$ cat config.mk
export PLATFORM = sky130hd
export DESIGN_NAME = lart_timer
export DESIGN_NICKNAME = d
export VERILOG_FILES = /design/src/pkg/lart_pkg.sv /design/src/logic/lart_timer.sv
export SDC_FILE = /design/constraint.sdc
export NUM_CORES = 1
export LEC_CHECK = 0
export BUFFER_PORTS_ARGS = -buffer_cell sky130_fd_sc_hd__buf_2
export CORE_ASPECT_RATIO = 1.4
export CORE_MARGIN = 4
export CORE_UTILIZATION = 35
export CTS_BUF_LIST = sky130_fd_sc_hd__clkbuf_16
export DETAILED_ROUTE_END_ITERATION = 10
export GPL_ROUTABILITY_DRIVEN = 0
export PLACE_DENSITY_LB_ADDON = 0.25
export RECOVER_POWER = 50
export SLEW_MARGIN = 15
export SYNTH_ARGS = -nofsm -noshare
export SYNTH_HDL_FRONTEND = slang
export SYNTH_SLANG_ARGS = --single-unit
$ cat constraint.sdc
create_clock -name clk -period 4.1 [get_ports clk]
set_clock_uncertainty 0.15 [all_clocks]
set_input_delay 0.82 -clock clk [delete_from_list [all_inputs] [get_ports clk]]
set_output_delay 0.82 -clock clk [all_outputs]
set_load 0.01 [all_outputs]
$ cat src/pkg/lart_pkg.sv
// Purpose: shared constants for the L1 request rejection gap timer
// Assumes: 250 MHz core clock, 32-bit register port
// Notes:   one control register, offsets are byte addresses
`default_nettype none
package lart_pkg;
    // register port widths
    localparam int          ADDR_W            = 12;
    localparam int          DATA_W            = 32;
    // control register offset
    localparam logic [11:0] GAP_CTRL_OFS      = 12'h0710;
    // status register offset (timer state readback)
    localparam logic [11:0] GAP_STAT_OFS      = 12'h0714;
    // field layout
    localparam int          GAP_W             = 14;
    localparam int          GAP_LSB           = 0;
    localparam int          START_SEL_BIT     = 16;
    // reset values
    localparam logic [13:0] GAP_RST           = 14'h0947;
    localparam logic        START_SEL_RST     = 1'b1;
    // one gap count is one core clock period
    localparam int          CLK_PERIOD_PS     = 4000;
    // timer states, gray along idle -> pend -> gap
    typedef enum logic [1:0] {
        LART_IDLE = 2'b00,
        LART_PEND = 2'b01,
        LART_GAP  = 2'b11
    } lart_state_t;
endpackage
`default_nettype wire

$ cat src/logic/lart_timer.sv
// Purpose: gap timer that holds off new L1 entry requests after a reject
// Assumes: request/accept/nak strobes are one-cycle pulses on clk
// Notes:   read data is valid the cycle after the read strobe only
//          requests inside a burst are absorbed, only the first is passed on
//          a gap of zero ends the gap after a single cycle
//
// The address-and-strobe port was decided locally.
`timescale 1ns/10ps
`default_nettype none

// How it works
// - 14-bit gap, one count per 4 ns
// - gap resets to 0x947, software writable
// - request burst closes with accept or nak
// - after nak, count gap before new request
// - start select bit 16, reset one
// - select 0: early request restarts timer
// - select 1: early request ignored
// - after expiry next request starts fresh
module lart_timer
    import lart_pkg::*;
(
    // clock and reset
    input  wire logic                        clk,
    input  wire logic                        sys_rst,
    // register port
    input  wire logic [lart_pkg::ADDR_W-1:0] reg_addr,
    input  wire logic [lart_pkg::DATA_W-1:0] reg_wdata,
    input  wire logic                        reg_wr,
    input  wire logic                        reg_rd,
    output var  logic [lart_pkg::DATA_W-1:0] reg_rdata,
    // link side events from the data link layer
    input  wire logic                        l1_req_rx,
    input  wire logic                        l1_accept_tx,
    input  wire logic                        l1_nak_tx,
    // request presented to the power manager
    output var  logic                        l1_req_seen,
    output var  logic                        gap_active
);
    import lart_pkg::*;

    // control register fields, both hold until the next write
    logic [GAP_W-1:0] min_request_gap_r;        // programmed gap in clk cycles
    logic             gap_timer_start_select_r; // 0 restart on request, 1 ignore
    // request tracking
    lart_state_t      state_r;                  // idle, burst pending or gap
    logic [GAP_W-1:0] cnt_r;                    // elapsed gap cycles
    // decodes
    logic             ctrl_wr;                  // control write decode
    logic             expire;                   // last gap cycle reached

    // full address match; aliases would let stray writes move the gap
    assign ctrl_wr = reg_wr && (reg_addr == GAP_CTRL_OFS);
    // count compared against gap-1 so the gap lasts exactly gap cycles;
    // the extra top bit keeps a gap of 0x3fff from wrapping the sum
    assign expire  = (state_r == LART_GAP) && ({1'b0, cnt_r} + 15'd1 >= {1'b0, min_request_gap_r});

    // control register fields
    // a write lands on the edge that samples the strobe; a new gap value
    // is used from the next timer cycle on, even in the middle of a gap
    always_ff @(posedge clk) begin
        if (sys_rst) begin
            // defaults: long gap, early requests ignored
            min_request_gap_r        <= GAP_RST;
            gap_timer_start_select_r <= START_SEL_RST;
        end else if (ctrl_wr) begin
            // bits 15:14 and 31:17 of the write are dropped here
            min_request_gap_r        <= reg_wdata[GAP_LSB +: GAP_W];
            gap_timer_start_select_r <= reg_wdata[START_SEL_BIT];
        end
    end

    // read mux, reserved bits stay zero
    // data stand for the one cycle after the strobe and are zero otherwise,
    // so an or-combined read bus upstream needs no extra gating
    always_ff @(posedge clk) begin
        if (sys_rst) begin
            reg_rdata <= '0;
        end else if (reg_rd) begin
            reg_rdata <= '0;
            if (reg_addr == GAP_CTRL_OFS) begin
                reg_rdata[GAP_LSB +: GAP_W] <= min_request_gap_r;
                reg_rdata[START_SEL_BIT]    <= gap_timer_start_select_r;
            end else if (reg_addr == GAP_STAT_OFS) begin
                // status view: elapsed count and state, for debug
                reg_rdata[GAP_LSB +: GAP_W] <= cnt_r;
                reg_rdata[GAP_W +: 2]       <= state_r;
            end
        end else begin
            // no strobe: drop the last answer
            reg_rdata <= '0;
        end
    end

    // request tracking and gap timing
    // idle: waiting for the first dllp of a burst
    // pend: burst in progress, further dllps are part of it
    // gap:  reject answered, count before the next burst is recognised
    always_ff @(posedge clk) begin
        if (sys_rst) begin
            state_r <= LART_IDLE;
            cnt_r   <= '0;
        end else begin
            unique case (state_r)
                LART_IDLE: begin
                    // first request of a new burst
                    if (l1_req_rx) begin
                        state_r <= LART_PEND;
                    end
                end
                LART_PEND: begin
                    // dllps arriving here belong to the burst and change nothing
                    // burst ends with our answer; nak has priority
                    if (l1_nak_tx) begin
                        state_r <= LART_GAP;
                        cnt_r   <= '0;
                    end else if (l1_accept_tx) begin
                        // positive answer, no gap to enforce
                        state_r <= LART_IDLE;
                    end
                end
                LART_GAP: begin
                    // restart wins over expiry: a request in the last cycle
                    // still counts as early
                    if (!gap_timer_start_select_r && l1_req_rx) begin
                        cnt_r <= '0;
                    end else if (expire || min_request_gap_r == '0) begin
                        // gap over, clear the count for the next reject
                        state_r <= LART_IDLE;
                        cnt_r   <= '0;
                    end else begin
                        // select 1 lands here whatever the link sends
                        cnt_r <= cnt_r + 14'h0001;
                    end
                end
            endcase
        end
    end

    // registered outputs
    // both lag the state by one cycle; the power manager sees a new
    // request only once per burst and never while the gap runs
    always_ff @(posedge clk) begin
        if (sys_rst) begin
            l1_req_seen <= 1'b0;
            gap_active  <= 1'b0;
        end else begin
            // only the first dllp of a burst is passed on
            l1_req_seen <= l1_req_rx && (state_r == LART_IDLE);
            gap_active  <= (state_r == LART_GAP);
        end
    end

    // assertions
    // each one watches what this block drives; a few only restate simple
    // decodes but catch a mistyped state or field position early
    // the reset default check is the only one not disabled by reset
    a_gap_reset_val: assert property (@(posedge clk)
        $fell(sys_rst) |-> min_request_gap_r == GAP_RST && gap_timer_start_select_r)
        else $error("gap control not at reset value");
    a_req_blocked: assert property (@(posedge clk) disable iff (sys_rst)
        state_r == LART_GAP |=> !l1_req_seen)
        else $error("request passed during gap");
    a_restart_clr: assert property (@(posedge clk) disable iff (sys_rst)
        state_r == LART_GAP && !gap_timer_start_select_r && l1_req_rx |=> cnt_r == '0)
        else $error("early request did not restart timer");
    a_ignore_cnt: assert property (@(posedge clk) disable iff (sys_rst)
        state_r == LART_GAP && gap_timer_start_select_r && !expire && min_request_gap_r != '0
        |=> cnt_r == $past(cnt_r) + 14'h0001)
        else $error("ignored request disturbed count");
    a_nak_starts: assert property (@(posedge clk) disable iff (sys_rst)
        state_r == LART_PEND && l1_nak_tx |=> state_r == LART_GAP && cnt_r == '0)
        else $error("nak did not start gap");
    a_expire_free: assert property (@(posedge clk) disable iff (sys_rst)
        expire && !(l1_req_rx && !gap_timer_start_select_r) |=> state_r == LART_IDLE)
        else $error("gap did not end on expiry");
    a_rsvd_zero: assert property (@(posedge clk) disable iff (sys_rst)
        reg_rd && reg_addr == GAP_CTRL_OFS |=> reg_rdata[15:14] == 2'b00 && reg_rdata[31:17] == '0)
        else $error("reserved bits nonzero");
    a_gap_write: assert property (@(posedge clk) disable iff (sys_rst)
        ctrl_wr |=> min_request_gap_r == $past(reg_wdata[13:0]))
        else $error("gap field not written");
    // select bit follows a control write
    a_sel_write: assert property (@(posedge clk) disable iff (sys_rst)
        ctrl_wr |=> gap_timer_start_select_r == $past(reg_wdata[16]))
        else $error("start select not written");
    // first dllp of a burst in idle is passed on
    a_seen_first: assert property (@(posedge clk) disable iff (sys_rst)
        l1_req_rx && state_r == LART_IDLE |=> l1_req_seen)
        else $error("fresh request not passed on");
    // later dllps of a burst are absorbed
    a_burst_absorb: assert property (@(posedge clk) disable iff (sys_rst)
        state_r == LART_PEND |=> !l1_req_seen)
        else $error("burst dllp passed on twice");
    // positive answer closes the burst
    a_accept_idle: assert property (@(posedge clk) disable iff (sys_rst)
        state_r == LART_PEND && l1_accept_tx && !l1_nak_tx |=> state_r == LART_IDLE)
        else $error("accept did not close burst");
    // idle stays idle without a request
    a_idle_hold: assert property (@(posedge clk) disable iff (sys_rst)
        state_r == LART_IDLE && !l1_req_rx |=> state_r == LART_IDLE)
        else $error("idle left without request");
    // select 1: a request in the gap does not end it early
    a_ignore_hold: assert property (@(posedge clk) disable iff (sys_rst)
        state_r == LART_GAP && gap_timer_start_select_r && l1_req_rx && !expire
        && min_request_gap_r != '0 |=> state_r == LART_GAP)
        else $error("ignored request ended gap");
    // gap flag follows the state one cycle later
    a_gap_flag: assert property (@(posedge clk) disable iff (sys_rst)
        state_r == LART_GAP |=> gap_active)
        else $error("gap flag missing");
    // gap flag drops once the gap is over
    a_gap_flag_off: assert property (@(posedge clk) disable iff (sys_rst)
        state_r != LART_GAP |=> !gap_active)
        else $error("gap flag stuck");
    // read data are zero outside the answer cycle
    a_rdata_idle: assert property (@(posedge clk) disable iff (sys_rst)
        !reg_rd |=> reg_rdata == '0)
        else $error("read data not cleared");
    // unmapped reads return zero
    a_unmapped_zero: assert property (@(posedge clk) disable iff (sys_rst)
        reg_rd && reg_addr != GAP_CTRL_OFS && reg_addr != GAP_STAT_OFS |=> reg_rdata == '0)
        else $error("unmapped read nonzero");
endmodule
`default_nettype wire

==> results of run 1 <==
through the flow:
step	worst slack, ns	power [µW]	area, µm²	utilization
3_5_place_dp	0.865	555	2780	0.398
2_1_floorplan	1.21	542	2560	-
5_1_grt	0.608	987	2900	0.416
3_3_place_gp	0.868	555	2780	0.398
6_report	0.830	949	2900	0.416
4_1_cts	0.826	964	2930	0.419
path summary, 6_finish.rpt:
check                                      to  cells past startpoint
worst max-delay path                 cnt_r[0]                     12
worst min-delay path            reg_rdata[16]                      1
worst max register to register       cnt_r[0]                     12
worst min register to register  reg_rdata[16]                      1
cell usage after synthesis (3+ instances only):
cell      instances
mux2i_1          23
nor2_1           34
buf_4            15
a21oi_1           8
nor3_1            5
and3_1            6
o21ai_0           3
clkbuf_1          7
nand3_1          11
a211o_1           7
inv_1            23
ha_1             16
a22o_1           12
xnor2_1          10
nor4_1            3
nand4_1           3
nand2_1          10
dfxtp_1          50
area by class of cell:
class | instances | area [µm²]
Clock buffer | 5 | 125
Clock inverter | 3 | 20.0
Fill cell | 725 | 4080
Inverter | 23 | 86.3
Multi-Input combinational cell | 189 | 1310
Sequential cell | 50 | 1000
Tap cell | 95 | 119
Timing Repair Buffer | 53 | 243
routing by layer:
metal,routed length [µm],up-vias,track usage
met3,289,10,0.0233
met2,2990,53,0.261
li1,-,1009,-
met4,155,0,0.0565
met1,2260,920,0.147
met5,0,-,0
power by group through the flow:
| stage | registers (µW) | clock network [µW] | logic, µW |
|---|---|---|---|
| 3_3_place_gp | 502 | 0 | 52.3 |
| 3_5_place_dp | 502 | 0 | 52.7 |
| 4_1_cts | 491 | 420 | 52.8 |
| 2_1_floorplan | 502 | 0 | 40.4 |
| 5_1_grt | 491 | 437 | 58.2 |
| 6_report | 491 | 406 | 52.0 |
flip-flops by register name, summed over array words and instances, names as in the netlist:
signal,count
min_request_gap_r,14
cnt_r,14
gap_active,1
state_r,2
reg_rdata,17
gap_timer_start_select_r,1
l1_req_seen,1
worst reg2reg max path, cell delays in order, from the launching register on:
cell	delay, ns
dfxtp_1	0.42
and3_1	0.23
and3_1	0.26
and3_1	0.21
nand3_1	0.11
xnor2_1	0.17
ha_1	0.30
nand4_1	0.11
nor3_1	0.31
a21oi_1	0.11
a31o_2	0.28
and3_4	0.23
mux2_2	0.27
cells by family after synthesis:
family / Yosys count / synth area share
AOI/OAI and AO/OA: 38 / 0.114
xor gates and xnor gates: 12 / 0.0419
adders and majority gates: 16 / 0.0799
buffers and inverters: 49 / 0.0999
DFF: 50 / 0.399
muxes: 25 / 0.101
other: 1 / 0.00150
and+or+nand+nor: 83 / 0.163
==> run_results.csv, run 1 <==
group,metric,value,unit
global_routing,gr-total-overflow,0,
final_layout,nNetsFinal,389,
synthesis,synth_area,2510,µm²
global_routing,grt_max_degree,23,
setup_path,r2r_slack,0.83,ns
synthesis,synth_top_area_share,0.399,
die,core,6980,µm²
final_layout,final_common_cell,"dfxtp_1",
clock_network,cts_tree,"built",
final_layout,drive_gt1_frac,0.142,
pwr,power.share.switching,0.224,
hold_path,hold_path_startpoint,"gap_timer_start_select_r",
sta,slew_headroom,0.339,
synthesis,synth_edf_count,0,
clock_network,clk_pin_slew,0.07,ns
synthesis,ys_seq_elements,50,
synthesis,synth.largest_area_cell,"dfxtp_1",
clock_network,cts-resized-gates,0,
synthesis,synthFlopType,"dfxtp_1",
global_routing,grt_pass1_vias,1977,
clock_network,root_buffer,"clkbuf_16",
final_layout,syn2layout_area_growth,15.8,%
sta,hold_viol_final,0,
placed_design,port_buffers,52,
setup_path,crit_chain,"and3_1, and3_1, and3_1, nand3_1, xnor2_1, ha_1, nand4_1, nor3_1, a21oi_1, a31o_2, and3_4, mux2_2",
sta,post-route-min-period,3.27,ns
pwr,ir_worst_vdd,0.147,mV
drt,drt_iter0_drc,86,
clock_network,h-tree-depth,2,
global_routing,grt_first_pass_wirelength,9240,µm
run_status,status,"completed",
die,die_h,108,µm
final_layout,finalNonFillerCells,418,
sta,finalCritPeriodShare,0.798,
placed_design,placed_cells,410,
clock_network,numCtsBuffers,5,
die,start_util,0.359,
placed_design,dp_hpwl,4290,µm
synthesis,syn_inst,274,
sta,hold_slack,0.361,ns
setup_path,crit_buf_inv,0,
setup_path,crit_fanout,13,
final_layout,antenna_cells,0,
drt,drt_wl_total,5690,µm
global_routing,grt.total_usage,0.138,
setup_path,cp_top_family,"simple AND/OR/NAND/NOR gates",
synthesis,ys_warn_count,0,
clock_network,clk_latency,0.29,ns
setup_path,slowest_stage,"dfxtp_1",
die,die_width,79.5,µm
die,num_rows,36,
setup_path,critPathRequiredTime,4.13,ns
clock_network,cts_hold_buf,0,
drt,first_pass_iters,4,
pwr,p_clk_frac,0.428,
setup_path,critical_path.max_stage_delay,0.42,ns
clock_network,clockBufferDepth,2,
pwr,p_sw,213,µW
sta,setup_viol,0,
setup_path,cpMostUsedCell,"and3_1",
setup_path,endpoint_kind,"register",
sta,drv_slew,0,
drt,viasPerCell,4.77,
pwr,p_int,737,µW
setup_path,critPathKind,"register to register",
synthesis,yosysUniqueCellTypes,41,
global_routing,antenna_found_initial,0,
sta,rsz0062_at_grt,"no",
final_layout,final_cell_mix,"50 x dfxtp_1, 34 x nor2_1, 32 x buf_2, 23 x inv_1, 23 x mux2i_1",
synthesis,syn-mean-instance-area,9.15,µm²
pwr,seq_power_share,0.518,
pwr,p_leak,0.00134,µW
setup_path,reg2reg_from,"cnt_r[2]",
setup_path,worst_setup_path_start_kind,"register",
die,pin_count,85,
die,die_area,8600,µm²
drt,wl_per_cell,13.6,µm
sta,worstMarginPinSlew,0.991,ns
sta,tns,0,ns
clock_network,cts.sinks,50,
pwr,powerDensity,327,nW/µm²
drt,drtAntennaViolNets,0,
clock_network,post_cts_buffers,0,
drt,drc,0,
synthesis,synth_seq_area_share,0.399,
drt,vias,1992,
hold_path,min_path_type,"register to register",
pwr,combPwrFrac,0.055,
setup_path,arrival,3.30,ns
sta,fmax,0.306,GHz
run,drv_cap,0,
synthesis,synth_area_leaders,"dfxtp_1 40%, mux2i_1 9.2%, ha_1 8.0%, nor2_1 5.1%, buf_4 4.5%",
synthesis,ys_async_sr_fraction,0,
setup_path,crit_start,"cnt_r[2]",
Note: power is estimated with default switching activity, not from simulation.
==> run 2, diff against run 1 <==
--- a/config.mk
+++ b/config.mk
@@ -5,6 +5,7 @@
 export SDC_FILE = /design/constraint.sdc
 export NUM_CORES = 1
 export LEC_CHECK = 0
+export ABC_AREA = 1
 export BUFFER_PORTS_ARGS = -buffer_cell sky130_fd_sc_hd__buf_2
 export CORE_ASPECT_RATIO = 1.4
 export CORE_MARGIN = 4
==> constraint.sdc (replaced) <==
create_clock -name clk -period 3.3 [get_ports clk]
set_clock_uncertainty 0.15 [all_clocks]
set_input_delay 0.66 -clock clk [delete_from_list [all_inputs] [get_ports clk]]
set_output_delay 0.66 -clock clk [all_outputs]
set_load 0.01 [all_outputs]
==> run 2 against run 1 <==
  * Utilization up 0.29 points
  * Critical endpoint is now cnt_r[7]
  * Wire length up 8.1%
  * Sequential share of layout area down 2.0 points
  * First-iteration DRC count down 31%
  * Synthesized area up 5.8%
  * Clock power up 42%
  * Clock-buffer cell count unchanged
  * Power up 31%
  * Flip-flop and latch count unchanged
  * Sequential power up 24%
==> run_results.csv, run 2 <==
group,metric,value,unit
run_status,status,"completed",
global_routing,grt_first_pass_wirelength,10400,µm
clock_network,numCtsBuffers,5,
synthesis,syn-mean-instance-area,7.80,µm²
final_layout,fin_area,3080,µm²
clock_network,clockBufferDepth,2,
placed_design,port_buffers,52,
drt,wl_per_cell,12.6,µm
global_routing,grt_pass1_vias,2200,
clock_network,cts_hold_buf,0,
setup_path,reg2reg_from,"cnt_r[0]",
synthesis,synth_most_common_cell,"nand2_1",
sta,hold_viol_final,0,
hold_path,hold_path_startpoint,"gap_timer_start_select_r",
setup_path,arrival,2.85,ns
hold_path,min_path_type,"register to register",
sta,worstMarginPinSlew,0.728,ns
global_routing,grt.total_usage,0.143,
drt,drc,0,
global_routing,antenna_found_initial,0,
drt,drtAntennaViolNets,0,
final_layout,syn2layout_area_growth,16.2,%
synthesis,ys_async_sr_fraction,0,
final_layout,largestRegisters,"reg_rdata x17, cnt_r x14, min_request_gap_r x14",
placed_design,place_area,2940,µm²
synthesis,synth_area_leaders,"dfxtp_1 38%, nand2_1 8.2%, ha_1 7.6%, inv_1 6.5%, a21oi_1 4.9%",
setup_path,worst_setup_path_start_kind,"register",
hold_path,min_path_cells,2,
final_layout,nFillCells,778,
sta,finalCritPeriodShare,0.866,
final_layout,final_common_cell,"nand2_1",
placed_design,place_ws,0.422,ns
synthesis,yosys-top-cells-count,"58 x nand2_1, 50 x dfxtp_1, 46 x inv_1",
die,die_h,111,µm
setup_path,reg2reg_to,"cnt_r[7]",
pwr,powerDensity,405,nW/µm²
sta,slew_headroom,0.515,
die,die_width,81.6,µm
synthesis,synthFlopType,"dfxtp_1",
die,die_area,9050,µm²
final_layout,post-route-util,0.418,
setup_path,endpoint_kind,"register",
final_layout,final_cell_mix,"58 x nand2_1, 50 x dfxtp_1, 46 x inv_1, 32 x buf_2, 26 x a21oi_1",
drt,vias,2285,
clock_network,post_cts_buffers,0,
setup_path,cp_top_family,"simple AND/OR/NAND/NOR gates",
synthesis,ys_warn_count,0,
setup_path,critPathRequiredTime,3.29,ns
clock_network,h-tree-depth,2,
drt,viasPerCell,4.68,
setup_path,crit_fanout,11,
drt,first_pass_iters,4,
die,num_rows,37,
sta,rsz0062_at_grt,"no",
sta,layout_setup_ws,0.443,ns
synthesis,synthAdderAreaFrac,0.0755,
synthesis,ys_seq_elements,50,
pwr,p_leak,0.00132,µW
clock_network,cts.sinks,50,
setup_path,crit_buf_inv,4,
setup_path,r2r_slack,0.44,ns
synthesis,synth_compound_area_frac,0.132,
synthesis,synth_edf_count,0,
synthesis,synth_top_family_by_area,"simple AND/OR/NAND/NOR gates",
global_routing,grt_max_degree,19,
final_layout,largest_register_ffs,17,
setup_path,slowest_stage,"dfxtp_1",
drt,drt_wl_total,6150,µm
sta,tns,0,ns
synthesis,synth_seq_area_share,0.378,
sta,drv_slew,0,
sta,setup_viol,0,
setup_path,critical_path.max_stage_delay,0.44,ns
setup_path,crit_chain,"inv_1, nor3_1, nand3_1, xor2_1, inv_1, ha_1, nand4_1, nand3b_1, nand2_1, inv_1, nand2_1, nand2_1, buf_4, nand4_1, a21oi_1",
drt,drt_iter0_drc,59,
setup_path,critPathKind,"register to register",
die,core,7360,µm²
global_routing,gr-total-overflow,0,
sta,fmax,0.350,GHz
synthesis,synth.largest_area_cell,"dfxtp_1",
hold_path,hold_end,"reg_rdata[16]",
die,start_util,0.360,
sta,post-route-min-period,2.86,ns
pwr,ir_worst_vdd,0.204,mV
clock_network,clk_pin_slew,0.07,ns
final_layout,regMostFlops,"reg_rdata",
final_layout,drive_gt1_frac,0.148,
pwr,power,1250,µW
synthesis,synth_top_area_share,0.378,
synthesis,syn_inst,340,
clock_network,cts_tree,"built",
synthesis,synth_area,2650,µm²
clock_network,cts-resized-gates,0,
run,drv_cap,0,
clock_network,root_buffer,"clkbuf_16",
placed_design,dp_hpwl,5110,µm
synthesis,synthMuxAreaShare,0,
synthesis,synth-xor-area-share,0.0392,
synthesis,yosysUniqueCellTypes,33,
final_layout,nNetsFinal,457,
clock_network,clk_latency,0.29,ns
die,pin_count,85,
final_layout,antenna_cells,0,
synthesis,synth-simple-area-share,0.237,
setup_path,r2r_cells,15,
-- run 2: cells by family after synthesis --
group	count (synthesis)
xor gates and xnor gates	11
and+or+nand+nor	127
other	1
adders and majority gates	16
DFF	50
buffers and inverters	77
AOI/OAI and AO/OA	58
-- run 2: worst max-delay path by stage --
stage / startpoint / end / slack [ns] / cells past startpoint
after global routing: cnt_r[0] / cnt_r[6] / 0.05 / 15
final: cnt_r[0] / cnt_r[7] / 0.44 / 15
after detailed placement: cnt_r[0] / cnt_r[9] / 0.42 / 15
after global placement: cnt_r[0] / cnt_r[2] / 0.43 / 15
after CTS: cnt_r[0] / cnt_r[1] / 0.41 / 15
after floorplan: cnt_r[0] / cnt_r[13] / 0.92 / 17
-- run 2: worst reg2reg max path, cell delays in order, from the launching register on --
cell and delay (ns):
dfxtp_1 0.44, inv_1 0.12, nor3_1 0.38, nand3_1 0.16, xor2_1 0.16, inv_1 0.08
ha_1 0.32, nand4_1 0.12, nand3b_1 0.18, nand2_1 0.06, inv_1 0.03, nand2_1 0.06
nand2_1 0.11, buf_4 0.20, nand4_1 0.08, a21oi_1 0.07
-- run 2: final cells by class --
cell class	count	area, µm²	share of cell area
Clock buffer	5	125	0.0406
Clock inverter	3	45.0	0.0146
Inverter	50	188	0.0609
Multi-Input combinational cell	227	1340	0.435
Sequential cell	50	1000	0.325
Tap cell	97	121	0.0394
Timing Repair Buffer	56	262	0.0849
-- run 2: power breakdown --
part,internal [µW],switching [µW],leakage (µW)
Combinational,23.4,37.4,0.000838
Sequential,607,3.87,0.000403
Clock,357,220,0.0000760
Total,987,261,0.00132
-- run 2: per-layer routing --
layer / GRT usage / vias to the layer above / part of all wire
met5: 0 / - / 0
met4: 0.0440 / 0 / 0.015
met3: 0.0171 / 7 / 0.031
met2: 0.257 / 34 / 0.53
met1: 0.172 / 1032 / 0.43
li1: - / 1212 / -
-- run 2: per-stage QoR --
step	instances	hold WS [ns]
final	488	0.329
after global routing	488	0.344
after CTS	488	0.331
after detailed placement	480	0.315
after global placement	480	0.325
after floorplan	354	0.289
==> run 3, diff against run 2 <==
--- a/config.mk
+++ b/config.mk
@@ -10,7 +10,7 @@
 export CORE_ASPECT_RATIO = 1.4
 export CORE_MARGIN = 4
 export CORE_UTILIZATION = 35
-export CTS_BUF_LIST = sky130_fd_sc_hd__clkbuf_16
+export CTS_BUF_LIST = sky130_fd_sc_hd__clkbuf_8 sky130_fd_sc_hd__clkbuf_16
 export DETAILED_ROUTE_END_ITERATION = 10
 export GPL_ROUTABILITY_DRIVEN = 0
 export PLACE_DENSITY_LB_ADDON = 0.25
==> constraint.sdc (replaced) <==
create_clock -name clk -period 2.5 [get_ports clk]
set_clock_uncertainty 0.15 [all_clocks]
set_input_delay 0.5 -clock clk [delete_from_list [all_inputs] [get_ports clk]]
set_output_delay 0.5 -clock clk [all_outputs]
set_load 0.01 [all_outputs]
==> run 3 against run 2 <==
  * Sequential power rose by 31%
  * Critical path depth rose by 1
  * Non-clock buffer count grew 41
  * Cell area increased by 12%
  * Power is 16% higher
  * Setup slack got worse by 0.42 ns
  * Maximum frequency grew 15%
  * Clock power fell by 3%
  * First-iteration DRC count up 54%
  * Utilization up 5.2 points
  * Via count up 8.8%
==> run_results.csv, run 3 (synthesis results as in run 2) <==
group,metric,value,unit
run_status,status,"completed",
clock_network,cts_tree,"built",
hold_path,min_path_cells,3,
clock_network,h-tree-depth,2,
global_routing,grt_max_degree,19,
setup_path,reg2reg_from,"cnt_r[0]",
setup_path,endpoint_kind,"register",
drt,first_pass_iters,4,
final_layout,largest_register_ffs,17,
setup_path,worst_setup_path_start_kind,"register",
drt,drtAntennaViolNets,0,
pwr,p_leak,0.00151,µW
clock_network,numCtsBuffers,5,
sta,rsz0062_at_grt,"yes",
setup_path,crit_fanout,5,
global_routing,gr-total-overflow,0,
sta,worstMarginPinSlew,0.747,ns
pwr,p_sw,322,µW
global_routing,grt.total_usage,0.157,
sta,hold_slack,0.249,ns
sta,fmax,0.404,GHz
global_routing,grt_first_pass_wirelength,11100,µm
clock_network,cts.sinks,50,
setup_path,arrival,2.53,ns
final_layout,final_common_cell,"nand2_1",
pwr,p_clk_frac,0.385,
placed_design,placed_cells,515,
setup_path,critPathRequiredTime,2.55,ns
global_routing,antenna_found_initial,0,
setup_path,reg2reg_to,"cnt_r[5]",
drt,vias,2486,
setup_path,r2r_slack,0.03,ns
sta,setup_viol,0,
pwr,ir_worst_vdd,0.208,mV
hold_path,hold_path_startpoint,"reg_wdata[0]",
placed_design,port_buffers,52,
die,die_h,111,µm
clock_network,clk_latency,0.31,ns
final_layout,drive_gt1_frac,0.280,
drt,drt_wl_total,6910,µm
final_layout,final_cell_mix,"54 x nand2_1, 46 x inv_1, 44 x dfxtp_1, 37 x buf_4, 33 x buf_2",
die,start_util,0.360,
sta,post-route-min-period,2.47,ns
die,pin_count,85,
global_routing,grt_pass1_vias,2343,
pwr,seq_power_share,0.554,
final_layout,finalNonFillerCells,529,
sta,drv_slew,0,
clock_network,root_buffer,"clkbuf_8",
hold_path,hold_end,"min_request_gap_r[0]",
hold_path,min_path_type,"input port to register",
drt,drc,0,
die,die_area,9050,µm²
sta,finalCritPeriodShare,0.990,
die,die_width,81.6,µm
sta,slew_headroom,0.502,
die,core,7360,µm²
final_layout,largestRegisters,"reg_rdata x17, cnt_r x14, min_request_gap_r x14",
pwr,power,1450,µW
clock_network,clockBufferDepth,2,
run,drv_cap,0,
pwr,power.share.switching,0.222,
pwr,p_int,1130,µW
drt,viasPerCell,4.70,
final_layout,nNetsFinal,498,
final_layout,antenna_cells,0,
drt,wl_per_cell,13.1,µm
final_layout,regMostFlops,"reg_rdata",
placed_design,dp_hpwl,5380,µm
setup_path,r2r_cells,16,
die,num_rows,37,
drt,drt_iter0_drc,91,
final_layout,syn2layout_area_growth,30.6,%
setup_path,critPathKind,"register to register",
final_layout,post-route-util,0.471,
sta,hold_viol_final,0,
clock_network,clk_pin_slew,0.09,ns
pwr,powerDensity,418,nW/µm²
pwr,combPwrFrac,0.061,
## run 3: changes by cell type in the layout (fill, tap and decap cells not counted), sizes merged
cell | previous run | this run
clkinv | 1 | 0
clkinvlp | 2 | 1
clkbuf | 26 | 27
buf | 35 | 75
inv | 49 | 51
## run 3: power groups by stage
stage,sequential (µW),clock (µW),combinational (µW)
4_1_cts,804,578,88.6
3_5_place_dp,824,0,87.8
2_1_floorplan,824,0,61.5
5_1_grt,803,619,100
3_3_place_gp,823,0,86.3
6_report,802,558,88.4
## run 3: per-stage QoR
| step | TNS (ns) | setup WS, ns | cell area [µm²] |
|---|---|---|---|
| 2_1_floorplan | 0 | 0.122 | 2700 |
| 3_3_place_gp | -1.07 | -0.0966 | 3200 |
| 3_5_place_dp | -1.24 | -0.101 | 3200 |
| 4_1_cts | 0 | 0.0324 | 3370 |
| 5_1_grt | -1.46 | -0.106 | 3460 |
| 6_report | 0 | 0.0256 | 3460 |
## run 3: what timing repair did
action,4_1_cts,5_1_grt
cloned,0,1
hold buffers,0,0
resized for setup,13,23
setup buffers,0,5
pin swaps,2,5
setup endpoints to repair,16,16
## run 3: cell type report
cell class / instances / area [µm²]
Clock buffer: 5 / 68.8
Clock inverter: 3 / 41.3
Sequential cell: 50 / 1020
Multi-Input combinational cell: 227 / 1450
Tap cell: 97 / 121
Timing Repair Buffer: 97 / 582
Inverter: 50 / 188
Fill cell: 760 / 3900
## run 3: worst max-delay path by stage
stage / from / endpoint / slack, ns / cells after the start
6_report: cnt_r[0] / cnt_r[5] / 0.03 / 16
5_1_grt: cnt_r[0] / cnt_r[5] / -0.11 / 16
4_1_cts: cnt_r[0] / cnt_r[4] / 0.03 / 15
3_5_place_dp: cnt_r[0] / cnt_r[0] / -0.10 / 15
3_3_place_gp: cnt_r[0] / cnt_r[0] / -0.1 / 15
2_1_floorplan: cnt_r[0] / cnt_r[13] / 0.12 / 17
## run 3: critical path, cell delays in order, from the launching register on
cell and delay (ns):
dfxtp_4 0.38, ha_2 0.20, nand2_4 0.06, nor2_4 0.13, nand3_2 0.11, xor2_2 0.17
ha_1 0.29, nand2_1 0.06, nor2_2 0.14, nand3b_1 0.12, nand2_1 0.08, inv_1 0.05
nand2_2 0.07, nand2_4 0.08, buf_6 0.14, nand4_1 0.06, a21oi_1 0.06
## run 3: per-layer routing
| metal | track usage | part of all wire | wire length [µm] | vias to the layer above |
|---|---|---|---|---|
| met5 | 0 | 0 | 0 | - |
| met2 | 0.270 | 0.52 | 3600 | 48 |
| met1 | 0.190 | 0.42 | 2920 | 1138 |
| li1 | - | - | - | 1287 |
| met4 | 0.0643 | 0.027 | 187 | 0 |
| met3 | 0.0228 | 0.030 | 204 | 13 |
